File: src/pkg/qport_pkg.sv
// constants, register map and carrier types of the quasi-bidirectional port set
package qport_pkg;

  // --------------------------------------------------------------------------
  // port widths
  // --------------------------------------------------------------------------
  localparam int unsigned WIDE_W   = 8;
  localparam int unsigned NARROW_W = 2;
  localparam int unsigned PIN_W    = 20;
  localparam int unsigned P1_LSB   = 0;
  localparam int unsigned P2_LSB   = 8;
  localparam int unsigned P3_LSB   = 10;
  localparam int unsigned P4_LSB   = 18;

  // --------------------------------------------------------------------------
  // alternate function bit positions within ports 1 and 3
  // --------------------------------------------------------------------------
  localparam int unsigned T2_CLK_BIT   = 0;
  localparam int unsigned T2_TRIG_BIT  = 1;
  localparam int unsigned CA_CLK_BIT   = 2;
  localparam int unsigned CA_CH0_BIT   = 3;
  localparam int unsigned CA_CH1_BIT   = 4;
  localparam int unsigned SER_DATA_BIT = 0;
  localparam int unsigned SER_TX_BIT   = 1;
  localparam int unsigned IRQ0_BIT     = 2;
  localparam int unsigned IRQ1_BIT     = 3;
  localparam int unsigned T0_CNT_BIT   = 4;
  localparam int unsigned P3_5_BIT     = 5;

  // --------------------------------------------------------------------------
  // register map (byte addresses)
  // --------------------------------------------------------------------------
  localparam logic [7:0] ADDR_P1    = 8'h00;
  localparam logic [7:0] ADDR_P2    = 8'h04;
  localparam logic [7:0] ADDR_P3    = 8'h08;
  localparam logic [7:0] ADDR_P4    = 8'h0C;
  localparam logic [7:0] ADDR_ACFG  = 8'h10;
  localparam logic [7:0] ADDR_P1PIN = 8'h14;
  localparam logic [7:0] ADDR_P2PIN = 8'h18;
  localparam logic [7:0] ADDR_P3PIN = 8'h1C;
  localparam logic [7:0] ADDR_P4PIN = 8'h20;
  localparam logic [7:0] ADDR_RST   = 8'h24;

  localparam logic [1:0]  RESP_OKAY   = 2'h0;
  localparam logic [1:0]  RESP_SLVERR = 2'h2;

  // --------------------------------------------------------------------------
  // reset values and timing
  // --------------------------------------------------------------------------
  localparam logic [PIN_W-1:0] LATCH_RST = 20'hFFFFF;
  localparam logic [7:0]       ACFG_RST  = 8'h00;
  localparam int unsigned CLK_MHZ       = 100;
  localparam int unsigned OSC_PER_NS    = 10;
  localparam int unsigned BOOST_OSC     = 2;
  localparam int unsigned BOOST_CYC_I   = (BOOST_OSC * OSC_PER_NS * CLK_MHZ + 999) / 1000;
  localparam logic [1:0]  BOOST_CYC     = 2'(BOOST_CYC_I < 1 ? 1 : BOOST_CYC_I);
  localparam int unsigned MCYC_OSC      = 12;
  localparam int unsigned RST_MCYC      = 2;
  localparam int unsigned RST_CYC_I     = RST_MCYC * MCYC_OSC * OSC_PER_NS * CLK_MHZ / 1000;
  localparam logic [5:0]  RST_CYC       = 6'(RST_CYC_I);

  // --------------------------------------------------------------------------
  // carrier types
  // --------------------------------------------------------------------------
  typedef struct packed {
    logic timer2_ext_clock_pin;
    logic timer2_ext_trigger_pin;
    logic counter_array_ext_clock_pin;
    logic counter_array_ch0_pin;
    logic counter_array_ch1_pin;
    logic serial_rx_pin;
    logic ext_irq0_pin;
    logic ext_irq1_pin;
    logic timer0_count_pin;
  } alt_in_t;

  typedef struct packed {
    logic counter_array_ch0_pin;
    logic counter_array_ch1_pin;
    logic serial_data_pin;
    logic serial_tx_pin;
    logic p3_5_alt;
  } alt_out_t;

endpackage : qport_pkg

File: src/rtl/qport_top.sv
// quasi-bidirectional port set with AXI4-Lite register access
`timescale 1ns/1ns
module qport_top
  import qport_pkg::*;
(
  input  wire logic             SYS_CLK,
  input  wire logic             RST,
  input  wire logic [7:0]       AWADDR,
  input  wire logic             AWVALID,
  output logic                  AWREADY,
  input  wire logic [31:0]      WDATA,
  input  wire logic [3:0]       WSTRB,
  input  wire logic             WVALID,
  output logic                  WREADY,
  output logic [1:0]            BRESP,
  output logic                  BVALID,
  input  wire logic             BREADY,
  input  wire logic [7:0]       ARADDR,
  input  wire logic             ARVALID,
  output logic                  ARREADY,
  output logic [31:0]           RDATA,
  output logic [1:0]            RRESP,
  output logic                  RVALID,
  input  wire logic             RREADY,
  input  wire logic [PIN_W-1:0] PIN_IN,
  output logic [PIN_W-1:0]      PIN_OUT,
  output logic [PIN_W-1:0]      PIN_OE_N,
  output logic [PIN_W-1:0]      PIN_WEAK_PU,
  output logic [PIN_W-1:0]      PIN_STRONG_PU,
  input  wire alt_out_t         ALT_OUT,
  output alt_in_t               ALT_IN,
  output logic                  CORE_RESET
);

  // --------------------------------------------------------------------------
  // reset qualification
  // --------------------------------------------------------------------------
  logic [5:0] rst_cnt_q;
  logic       core_rst_q;

  always_ff @(posedge SYS_CLK) begin
    if (!RST) begin
      rst_cnt_q <= '0;
    end else if (rst_cnt_q != RST_CYC) begin
      rst_cnt_q <= rst_cnt_q + 6'h01;
    end
  end

  // core reset only after the input has stood high two machine cycles
  always_ff @(posedge SYS_CLK) begin
    core_rst_q <= RST && (rst_cnt_q == RST_CYC - 6'h01 || rst_cnt_q == RST_CYC);
  end

  assign CORE_RESET = core_rst_q;

  // --------------------------------------------------------------------------
  // bus write channel
  // --------------------------------------------------------------------------
  logic       aw_held_q;
  logic       w_held_q;
  logic [7:0] awaddr_q;
  logic [31:0] wdata_q;
  logic [3:0] wstrb_q;
  logic       bvalid_q;
  logic [1:0] bresp_q;
  logic       wr_go;

  assign AWREADY = !aw_held_q && !bvalid_q;
  assign WREADY  = !w_held_q && !bvalid_q;
  assign wr_go   = aw_held_q && w_held_q && !bvalid_q;

  always_ff @(posedge SYS_CLK) begin
    if (RST) begin
      aw_held_q <= 1'b0;
      w_held_q  <= 1'b0;
      awaddr_q  <= '0;
      wdata_q   <= '0;
      wstrb_q   <= '0;
    end else begin
      if (AWVALID && AWREADY) begin
        aw_held_q <= 1'b1;
        awaddr_q  <= AWADDR;
      end else if (wr_go) begin
        aw_held_q <= 1'b0;
      end
      if (WVALID && WREADY) begin
        w_held_q <= 1'b1;
        wdata_q  <= WDATA;
        wstrb_q  <= WSTRB;
      end else if (wr_go) begin
        w_held_q <= 1'b0;
      end
    end
  end

  function automatic logic known_addr(input logic [7:0] a);
    known_addr = (a <= ADDR_RST) && (a[1:0] == 2'h0);
  endfunction : known_addr

  always_ff @(posedge SYS_CLK) begin
    if (RST) begin
      bvalid_q <= 1'b0;
      bresp_q  <= RESP_OKAY;
    end else if (wr_go) begin
      bvalid_q <= 1'b1;
      bresp_q  <= known_addr(awaddr_q) ? RESP_OKAY : RESP_SLVERR;
    end else if (BREADY) begin
      bvalid_q <= 1'b0;
    end
  end

  assign BVALID = bvalid_q;
  assign BRESP  = bresp_q;

  // --------------------------------------------------------------------------
  // port output latches and analog pin configuration
  // --------------------------------------------------------------------------
  logic [PIN_W-1:0] latch_q;
  logic [7:0]       analog_pin_config_q;
  logic             wr_lane0;

  assign wr_lane0 = wr_go && wstrb_q[0];

  // every reset returns all pins to weak-high inputs
  always_ff @(posedge SYS_CLK) begin
    if (RST || core_rst_q) begin
      latch_q <= LATCH_RST;
    end else if (wr_lane0) begin
      unique case (awaddr_q)
        ADDR_P1: latch_q[P1_LSB +: WIDE_W]   <= wdata_q[WIDE_W-1:0];
        ADDR_P2: latch_q[P2_LSB +: NARROW_W] <= wdata_q[NARROW_W-1:0];
        ADDR_P3: latch_q[P3_LSB +: WIDE_W]   <= wdata_q[WIDE_W-1:0];
        ADDR_P4: latch_q[P4_LSB +: NARROW_W] <= wdata_q[NARROW_W-1:0];
        default: latch_q <= latch_q;
      endcase
    end
  end

  always_ff @(posedge SYS_CLK) begin
    if (RST || core_rst_q) begin
      analog_pin_config_q <= ACFG_RST;
    end else if (wr_lane0 && awaddr_q == ADDR_ACFG) begin
      analog_pin_config_q <= wdata_q[7:0];
    end
  end

  // --------------------------------------------------------------------------
  // read channel
  // --------------------------------------------------------------------------
  logic        rvalid_q;
  logic [31:0] rdata_q;
  logic [1:0]  rresp_q;
  logic [31:0] rd_d;

  assign ARREADY = !rvalid_q;

  // port offsets return the latch (read-modify-write view), pin offsets the pins
  always_comb begin
    rd_d = '0;
    unique case (ARADDR)
      ADDR_P1:    rd_d[WIDE_W-1:0]   = latch_q[P1_LSB +: WIDE_W];
      ADDR_P2:    rd_d[NARROW_W-1:0] = latch_q[P2_LSB +: NARROW_W];
      ADDR_P3:    rd_d[WIDE_W-1:0]   = latch_q[P3_LSB +: WIDE_W];
      ADDR_P4:    rd_d[NARROW_W-1:0] = latch_q[P4_LSB +: NARROW_W];
      ADDR_ACFG:  rd_d[7:0]          = analog_pin_config_q;
      ADDR_P1PIN: rd_d[WIDE_W-1:0]   = PIN_IN[P1_LSB +: WIDE_W];
      ADDR_P2PIN: rd_d[NARROW_W-1:0] = PIN_IN[P2_LSB +: NARROW_W];
      ADDR_P3PIN: rd_d[WIDE_W-1:0]   = PIN_IN[P3_LSB +: WIDE_W];
      ADDR_P4PIN: rd_d[NARROW_W-1:0] = PIN_IN[P4_LSB +: NARROW_W];
      ADDR_RST:   rd_d[0]            = core_rst_q;
      default:    rd_d = '0;
    endcase
  end

  always_ff @(posedge SYS_CLK) begin
    if (RST) begin
      rvalid_q <= 1'b0;
      rdata_q  <= '0;
      rresp_q  <= RESP_OKAY;
    end else if (ARVALID && ARREADY) begin
      rvalid_q <= 1'b1;
      rdata_q  <= rd_d;
      rresp_q  <= known_addr(ARADDR) ? RESP_OKAY : RESP_SLVERR;
    end else if (RREADY) begin
      rvalid_q <= 1'b0;
    end
  end

  assign RVALID = rvalid_q;
  assign RDATA  = rdata_q;
  assign RRESP  = rresp_q;

  // --------------------------------------------------------------------------
  // alternate function outputs mapped onto pins
  // --------------------------------------------------------------------------
  logic [PIN_W-1:0] alt_drv;

  always_comb begin
    alt_drv = '1;
    alt_drv[P1_LSB + CA_CH0_BIT]   = ALT_OUT.counter_array_ch0_pin;
    alt_drv[P1_LSB + CA_CH1_BIT]   = ALT_OUT.counter_array_ch1_pin;
    alt_drv[P3_LSB + SER_DATA_BIT] = ALT_OUT.serial_data_pin;
    alt_drv[P3_LSB + SER_TX_BIT]   = ALT_OUT.serial_tx_pin;
    alt_drv[P3_LSB + P3_5_BIT]     = ALT_OUT.p3_5_alt;
  end

  // --------------------------------------------------------------------------
  // pin drivers
  // --------------------------------------------------------------------------
  logic [PIN_W-1:0] drive_low_q;
  logic [PIN_W-1:0] latch_prev_q;
  logic [PIN_W-1:0] weak_pu;
  logic [1:0]       boost_cnt_q [PIN_W];

  // pin stage registered: follows the latch one cycle later
  always_ff @(posedge SYS_CLK) begin
    if (RST) begin
      drive_low_q <= '0;
    end else begin
      drive_low_q <= ~(latch_q & alt_drv);
    end
  end

  always_ff @(posedge SYS_CLK) begin
    if (RST) begin
      latch_prev_q <= LATCH_RST;
    end else begin
      latch_prev_q <= latch_q;
    end
  end

  always_comb begin
    weak_pu = ~drive_low_q;
    weak_pu[P1_LSB +: WIDE_W] = ~drive_low_q[P1_LSB +: WIDE_W] & ~analog_pin_config_q;
  end

  genvar gi;
  generate
    for (gi = 0; gi < PIN_W; gi++) begin : g_boost
      always_ff @(posedge SYS_CLK) begin
        if (RST || core_rst_q) begin
          boost_cnt_q[gi] <= '0;
        end else if (latch_q[gi] && !latch_prev_q[gi]) begin
          boost_cnt_q[gi] <= BOOST_CYC;
        end else if (boost_cnt_q[gi] != 2'h0) begin
          boost_cnt_q[gi] <= boost_cnt_q[gi] - 2'h1;
        end
      end
      assign PIN_STRONG_PU[gi] = (boost_cnt_q[gi] != 2'h0) && !drive_low_q[gi];
    end
  endgenerate

  assign PIN_OUT     = '0;
  assign PIN_OE_N    = ~drive_low_q;
  assign PIN_WEAK_PU = weak_pu;

  // --------------------------------------------------------------------------
  // alternate function inputs
  // --------------------------------------------------------------------------
  // peripherals see the pin level; software keeps the latch high meanwhile
  always_comb begin
    ALT_IN.timer2_ext_clock_pin        = PIN_IN[P1_LSB + T2_CLK_BIT];
    ALT_IN.timer2_ext_trigger_pin      = PIN_IN[P1_LSB + T2_TRIG_BIT];
    ALT_IN.counter_array_ext_clock_pin = PIN_IN[P1_LSB + CA_CLK_BIT];
    ALT_IN.counter_array_ch0_pin       = PIN_IN[P1_LSB + CA_CH0_BIT];
    ALT_IN.counter_array_ch1_pin       = PIN_IN[P1_LSB + CA_CH1_BIT];
    ALT_IN.serial_rx_pin               = PIN_IN[P3_LSB + SER_DATA_BIT];
    ALT_IN.ext_irq0_pin                = PIN_IN[P3_LSB + IRQ0_BIT];
    ALT_IN.ext_irq1_pin                = PIN_IN[P3_LSB + IRQ1_BIT];
    ALT_IN.timer0_count_pin            = PIN_IN[P3_LSB + T0_CNT_BIT];
  end

endmodule : qport_top

File: config.mk
export PLATFORM = sky130hd
export DESIGN_NAME = qport_top
export DESIGN_NICKNAME = d
export VERILOG_FILES = /design/src/pkg/qport_pkg.sv /design/src/rtl/qport_top.sv
export SDC_FILE = /design/constraint.sdc
export NUM_CORES = 1
export LEC_CHECK = 0
export BUFFER_PORTS_ARGS = -buffer_cell sky130_fd_sc_hd__buf_2
export CAP_MARGIN = 20
export CELL_PAD_IN_SITES_DETAIL_PLACEMENT = 1
export CELL_PAD_IN_SITES_GLOBAL_PLACEMENT = 1
export CORE_UTILIZATION = 30
export CTS_CLUSTER_SIZE = 12
export DETAILED_ROUTE_END_ITERATION = 12
export HOLD_SLACK_MARGIN = 0.1
export PLACE_DENSITY_LB_ADDON = 0.1
export SYNTH_ARGS = -nofsm -noshare
export SYNTH_HDL_FRONTEND = slang
export SYNTH_SLANG_ARGS = --single-unit
File: constraint.sdc
create_clock -name SYS_CLK -period 1.7 [get_ports SYS_CLK]
set_input_delay 0.255 -clock SYS_CLK [delete_from_list [all_inputs] [get_ports SYS_CLK]]
set_output_delay 0.255 -clock SYS_CLK [all_outputs]
set_load 0.005 [all_outputs]
==> key figures <==
Logic synthesis
  • Proportion of netlist area held by the largest area contributor: 0.309
  • Number of synthesized register bits: approximately 150
  • Mean area per synthesized cell: 8.85 µm²
  • Cells after synthesis: slightly below 800
  • Synth Flop Type: dfxtp_1
  • Netlist area before placement: slightly below 7000 µm²
  • Count of distinct cell types in the synthesized netlist: 45
  • Area contributors post-synth: dfxtp_1, edfxtp_1, nor2_1
  • Warning count from the yosys run: 0
  • Cell type with the highest aggregate area in the netlist: dfxtp_1
  • Share of flip-flops with an asynchronous set or reset: 0
  • Portion of the post-synthesis area used by sequential elements: 0.484
  • EDFF count, synth: 40

Global route
  • Global-route wire length before repair: 28.3 mm
  • Grt total ovfl: 0
  • Antenna violations before repair: 0
  • Via count of the first global-routing pass: 5607
  • Overall global routing resource usage: 0.155
  • Largest net degree at the start of global routing: 61

Worst setup path
  • Critical Path Start Type: register
  • Endpoint kind of the worst setup timing path: register
  • CP required: 2.00 ns
  • Critical path class: reg2reg
  • Flop-to-flop setup slack: -0.09 ns
  • Destination of the worst register-to-register timing path: analog_pin_config_q[4]
  • Maximum net fanout on the critical path: 8
  • Depth of the most critical reg-to-reg path: 4
  • Origin of the critical flop-to-flop path: awaddr_q[6]
  • CP Data Arrival Time: roughly 2.1 ns

Timing
  • Final sum of negative setup slack: -0.722 ns
  • Max-slew violations: 0
  • Worst Setup Slack, final: -0.0861 ns
  • Hold Fails Final Rpt: 0
  • Final clock skew: ~0.011 ns
  • Total of endpoints with negative setup slack in the final report: 10
  • Tcrit/Tclk final: 1.05
  • Crit path time final: 1.79 ns
  • Worst hold slack across all endpoints: ~0.12 ns
  • Max Freq: 560 MHz
  • Setup repair after global routing missed its margin: true

Routing
  • Total routed wirelength: around 18 mm
  • Met3 routed WL: between 600 and 700 µm
  • Antenna Violating Nets Remaining: 0
  • Met1 routed wirelength after detailed routing: 7.51 mm
  • Total number of vias: roughly 5500
  • Max layer used: met4
  • Final routed wire length divided by cell count: around 14 µm
  • Number of detailed-routing iterations run before antenna repair: 5
  • Met2 routed WL: 9.52 mm
  • Final routed DRC violation total: 0
  • Initial detailed-routing violation count: 185
  • Via-to-Cell Ratio: 4.43

CTS
  • Clock slew seen by the registers of the worst setup and hold paths: roughly 0.060 ns
  • H-tree lvl count: 4
  • Clock buffer depth: 2
  • Latest clock arrival within the worst-skew pair: about 0.42 ns
  • Inserted Clock Buffers: 17
  • CTS tree: built
  • Sinks on the clock net: about 150
  • Root cell of the clock tree: clkbuf_16

Place
  • Gpl congestion: 0.731
  • Count of input and output buffers: 141
  • Inst Count DP: ~1200
  • Estimated wirelength of the detail-placed design: about 13 mm
  • Worst-case setup slack after placement: -0.0760 ns

Run
  • Number of maximum-capacitance constraint violations: 0

Floorplan
  • Floorplan die area: ~23000 µm²
  • X dimension of the die: between 150 and 200 µm
  • Number of ports placed on the die boundary: ~220
  • Core ar.: about 22000 µm²
  • Initial core utilization: 0.310
  • Die height: 153 µm
  • Number of core rows: 54

Power
  • Switching fraction of total power: 0.292
  • Fraction of power consumed by the clock network: 0.341
  • Switching power: between 3 and 4 mW
  • Power per standard cell area: about 1200 nW/µm²
  • Reg power frac: 0.420
  • Total Power: about 11 mW
  • P_int: roughly 7.5 mW
  • Peak supply drop: approximately 0.00056 V
  • Combinational power share: 0.240
  • Static Leak: approximately 3.9 nW

Min path
  • Hold Crit Class: in2reg
  • End point of the worst hold path: RVALID
  • Min-Delay Startpoint: ARVALID
  • Worst Hold Path Cells: 3

Layout
  • Leading cell type in the layout, fill and taps excluded: nor2_1
  • Final instance count without filler cells: about 1200
  • Number of antenna diodes: 0
  • Area added between synthesis and finish: 24.9%
  • Fraction of layout instances using a drive strength above 1: 0.237
  • Number of nets in the layout: 1046
  • Commonest cells after routing, fill and taps aside: nor2_1, buf_2, dfxtp_1

Run status
  • Violated checks: setup timing
  • Outcome: complete, but fails checks
## state kept, by name (all words and copies together), names as in the netlist, 6 cells and up
name / count
analog_pin_config_q: 8
latch_q: 20
RDATA: 8
awaddr_q: 8
boost_cnt_q: 40
latch_prev_q: 20
drive_low_q: 20
rst_cnt_q: 6
wdata_q: 8
## critical path, stage by stage, from the launching register on
cell and delay [ns]:
dfxtp_2 0.32, or4_4 0.55, or4_4 0.55, mux2i_1 0.19, nor2_1 0.06
## power groups by stage
stage	Clock [mW]	Combinational [mW]	Sequential [mW]
after floorplan	0	1.76	4.44
final	3.59	2.53	4.43
after detailed placement	0	2.51	4.51
after global routing	3.86	2.95	4.50
after CTS	3.71	2.57	4.44
after global placement	0	2.30	4.47
## synth_stat cells, types with 2 or more instances
cell / n
a311oi_1: 2
nor2b_1: 24
nor4_1: 24
or3b_2: 2
a21oi_1: 26
nand2b_1: 2
buf_4: 67
xnor2_1: 5
nor2_1: 150
a22o_1: 2
mux4_2: 2
and3b_1: 2
o21ai_0: 3
mux2i_1: 36
a22oi_1: 5
or4_4: 2
inv_1: 80
nand3b_1: 5
and2_1: 6
edfxtp_1: 40
nand2_1: 90
a32o_1: 5
mux2_2: 3
o211ai_1: 3
nor3_1: 3
clkbuf_1: 24
a211o_1: 5
a31oi_1: 2
dfxtp_1: 106
nand3_1: 3
buf_1: 2
or2_2: 10
nand4_1: 2
ha_1: 22
## metrics by stage
| step | util | instance area (µm²) |
|---|---|---|
| 4_1_cts | 0.386 | 8540 |
| 5_1_grt | 0.387 | 8580 |
| 3_3_place_gp | 0.349 | 7730 |
| 2_1_floorplan | - | 7040 |
| 6_report | 0.387 | 8580 |
| 3_5_place_dp | 0.349 | 7730 |
## per-layer routing
metal	global-route usage	up-vias
li1	-	2741
met1	0.179	2590
met2	0.290	117
met3	0.0315	13
met4	0.0404	0
met5	0	-
## worst max path at each step
stage / from / to / slack (ns) / cells after the start
floorplan: awaddr_q[6] / analog_pin_config_q[0] / -0.005 / 5
global placement: awaddr_q[6] / analog_pin_config_q[7] / -0.04 / 4
detailed placement: awaddr_q[6] / analog_pin_config_q[4] / -0.08 / 4
CTS: awaddr_q[6] / analog_pin_config_q[4] / -0.09 / 4
global route: awaddr_q[6] / analog_pin_config_q[4] / -0.16 / 4
finish: awaddr_q[6] / analog_pin_config_q[4] / -0.09 / 4
## kinds of logic after synthesis
kind of cell / synth area share
AOI/OAI and AO/OA: 0.0539
muxes: 0.0640
and+or+nand+nor: 0.218
other: 0.000546
adders and majority gates: 0.0401
DFF: 0.484
buffers and inverters: 0.134
xor gates and xnor gates: 0.00638
## what timing repair did
| item | 4_1_cts | 5_1_grt |
|---|---|---|
| gates resized for setup | 1 | 4 |
| hold buffers | 24 | 0 |
| cloned | 0 | 0 |
| pin swaps | 2 | 0 |
| endpoints found under the setup margin | 12 | 14 |
| endpoints found under the hold margin | 24 | 0 |
| buffers inserted | 0 | 1 |
## cell type report
cell class              instances  area [µm²]
clock inverters                10        83.8
well taps                     280         350
fillers                      2634       13600
multi-input cells             500        2830
inverters                      80         300
repair buffers                195        1210
flip-flops and latches        146        3330
clock buffers                  22         485
Power figures use the tool's default switching activity.
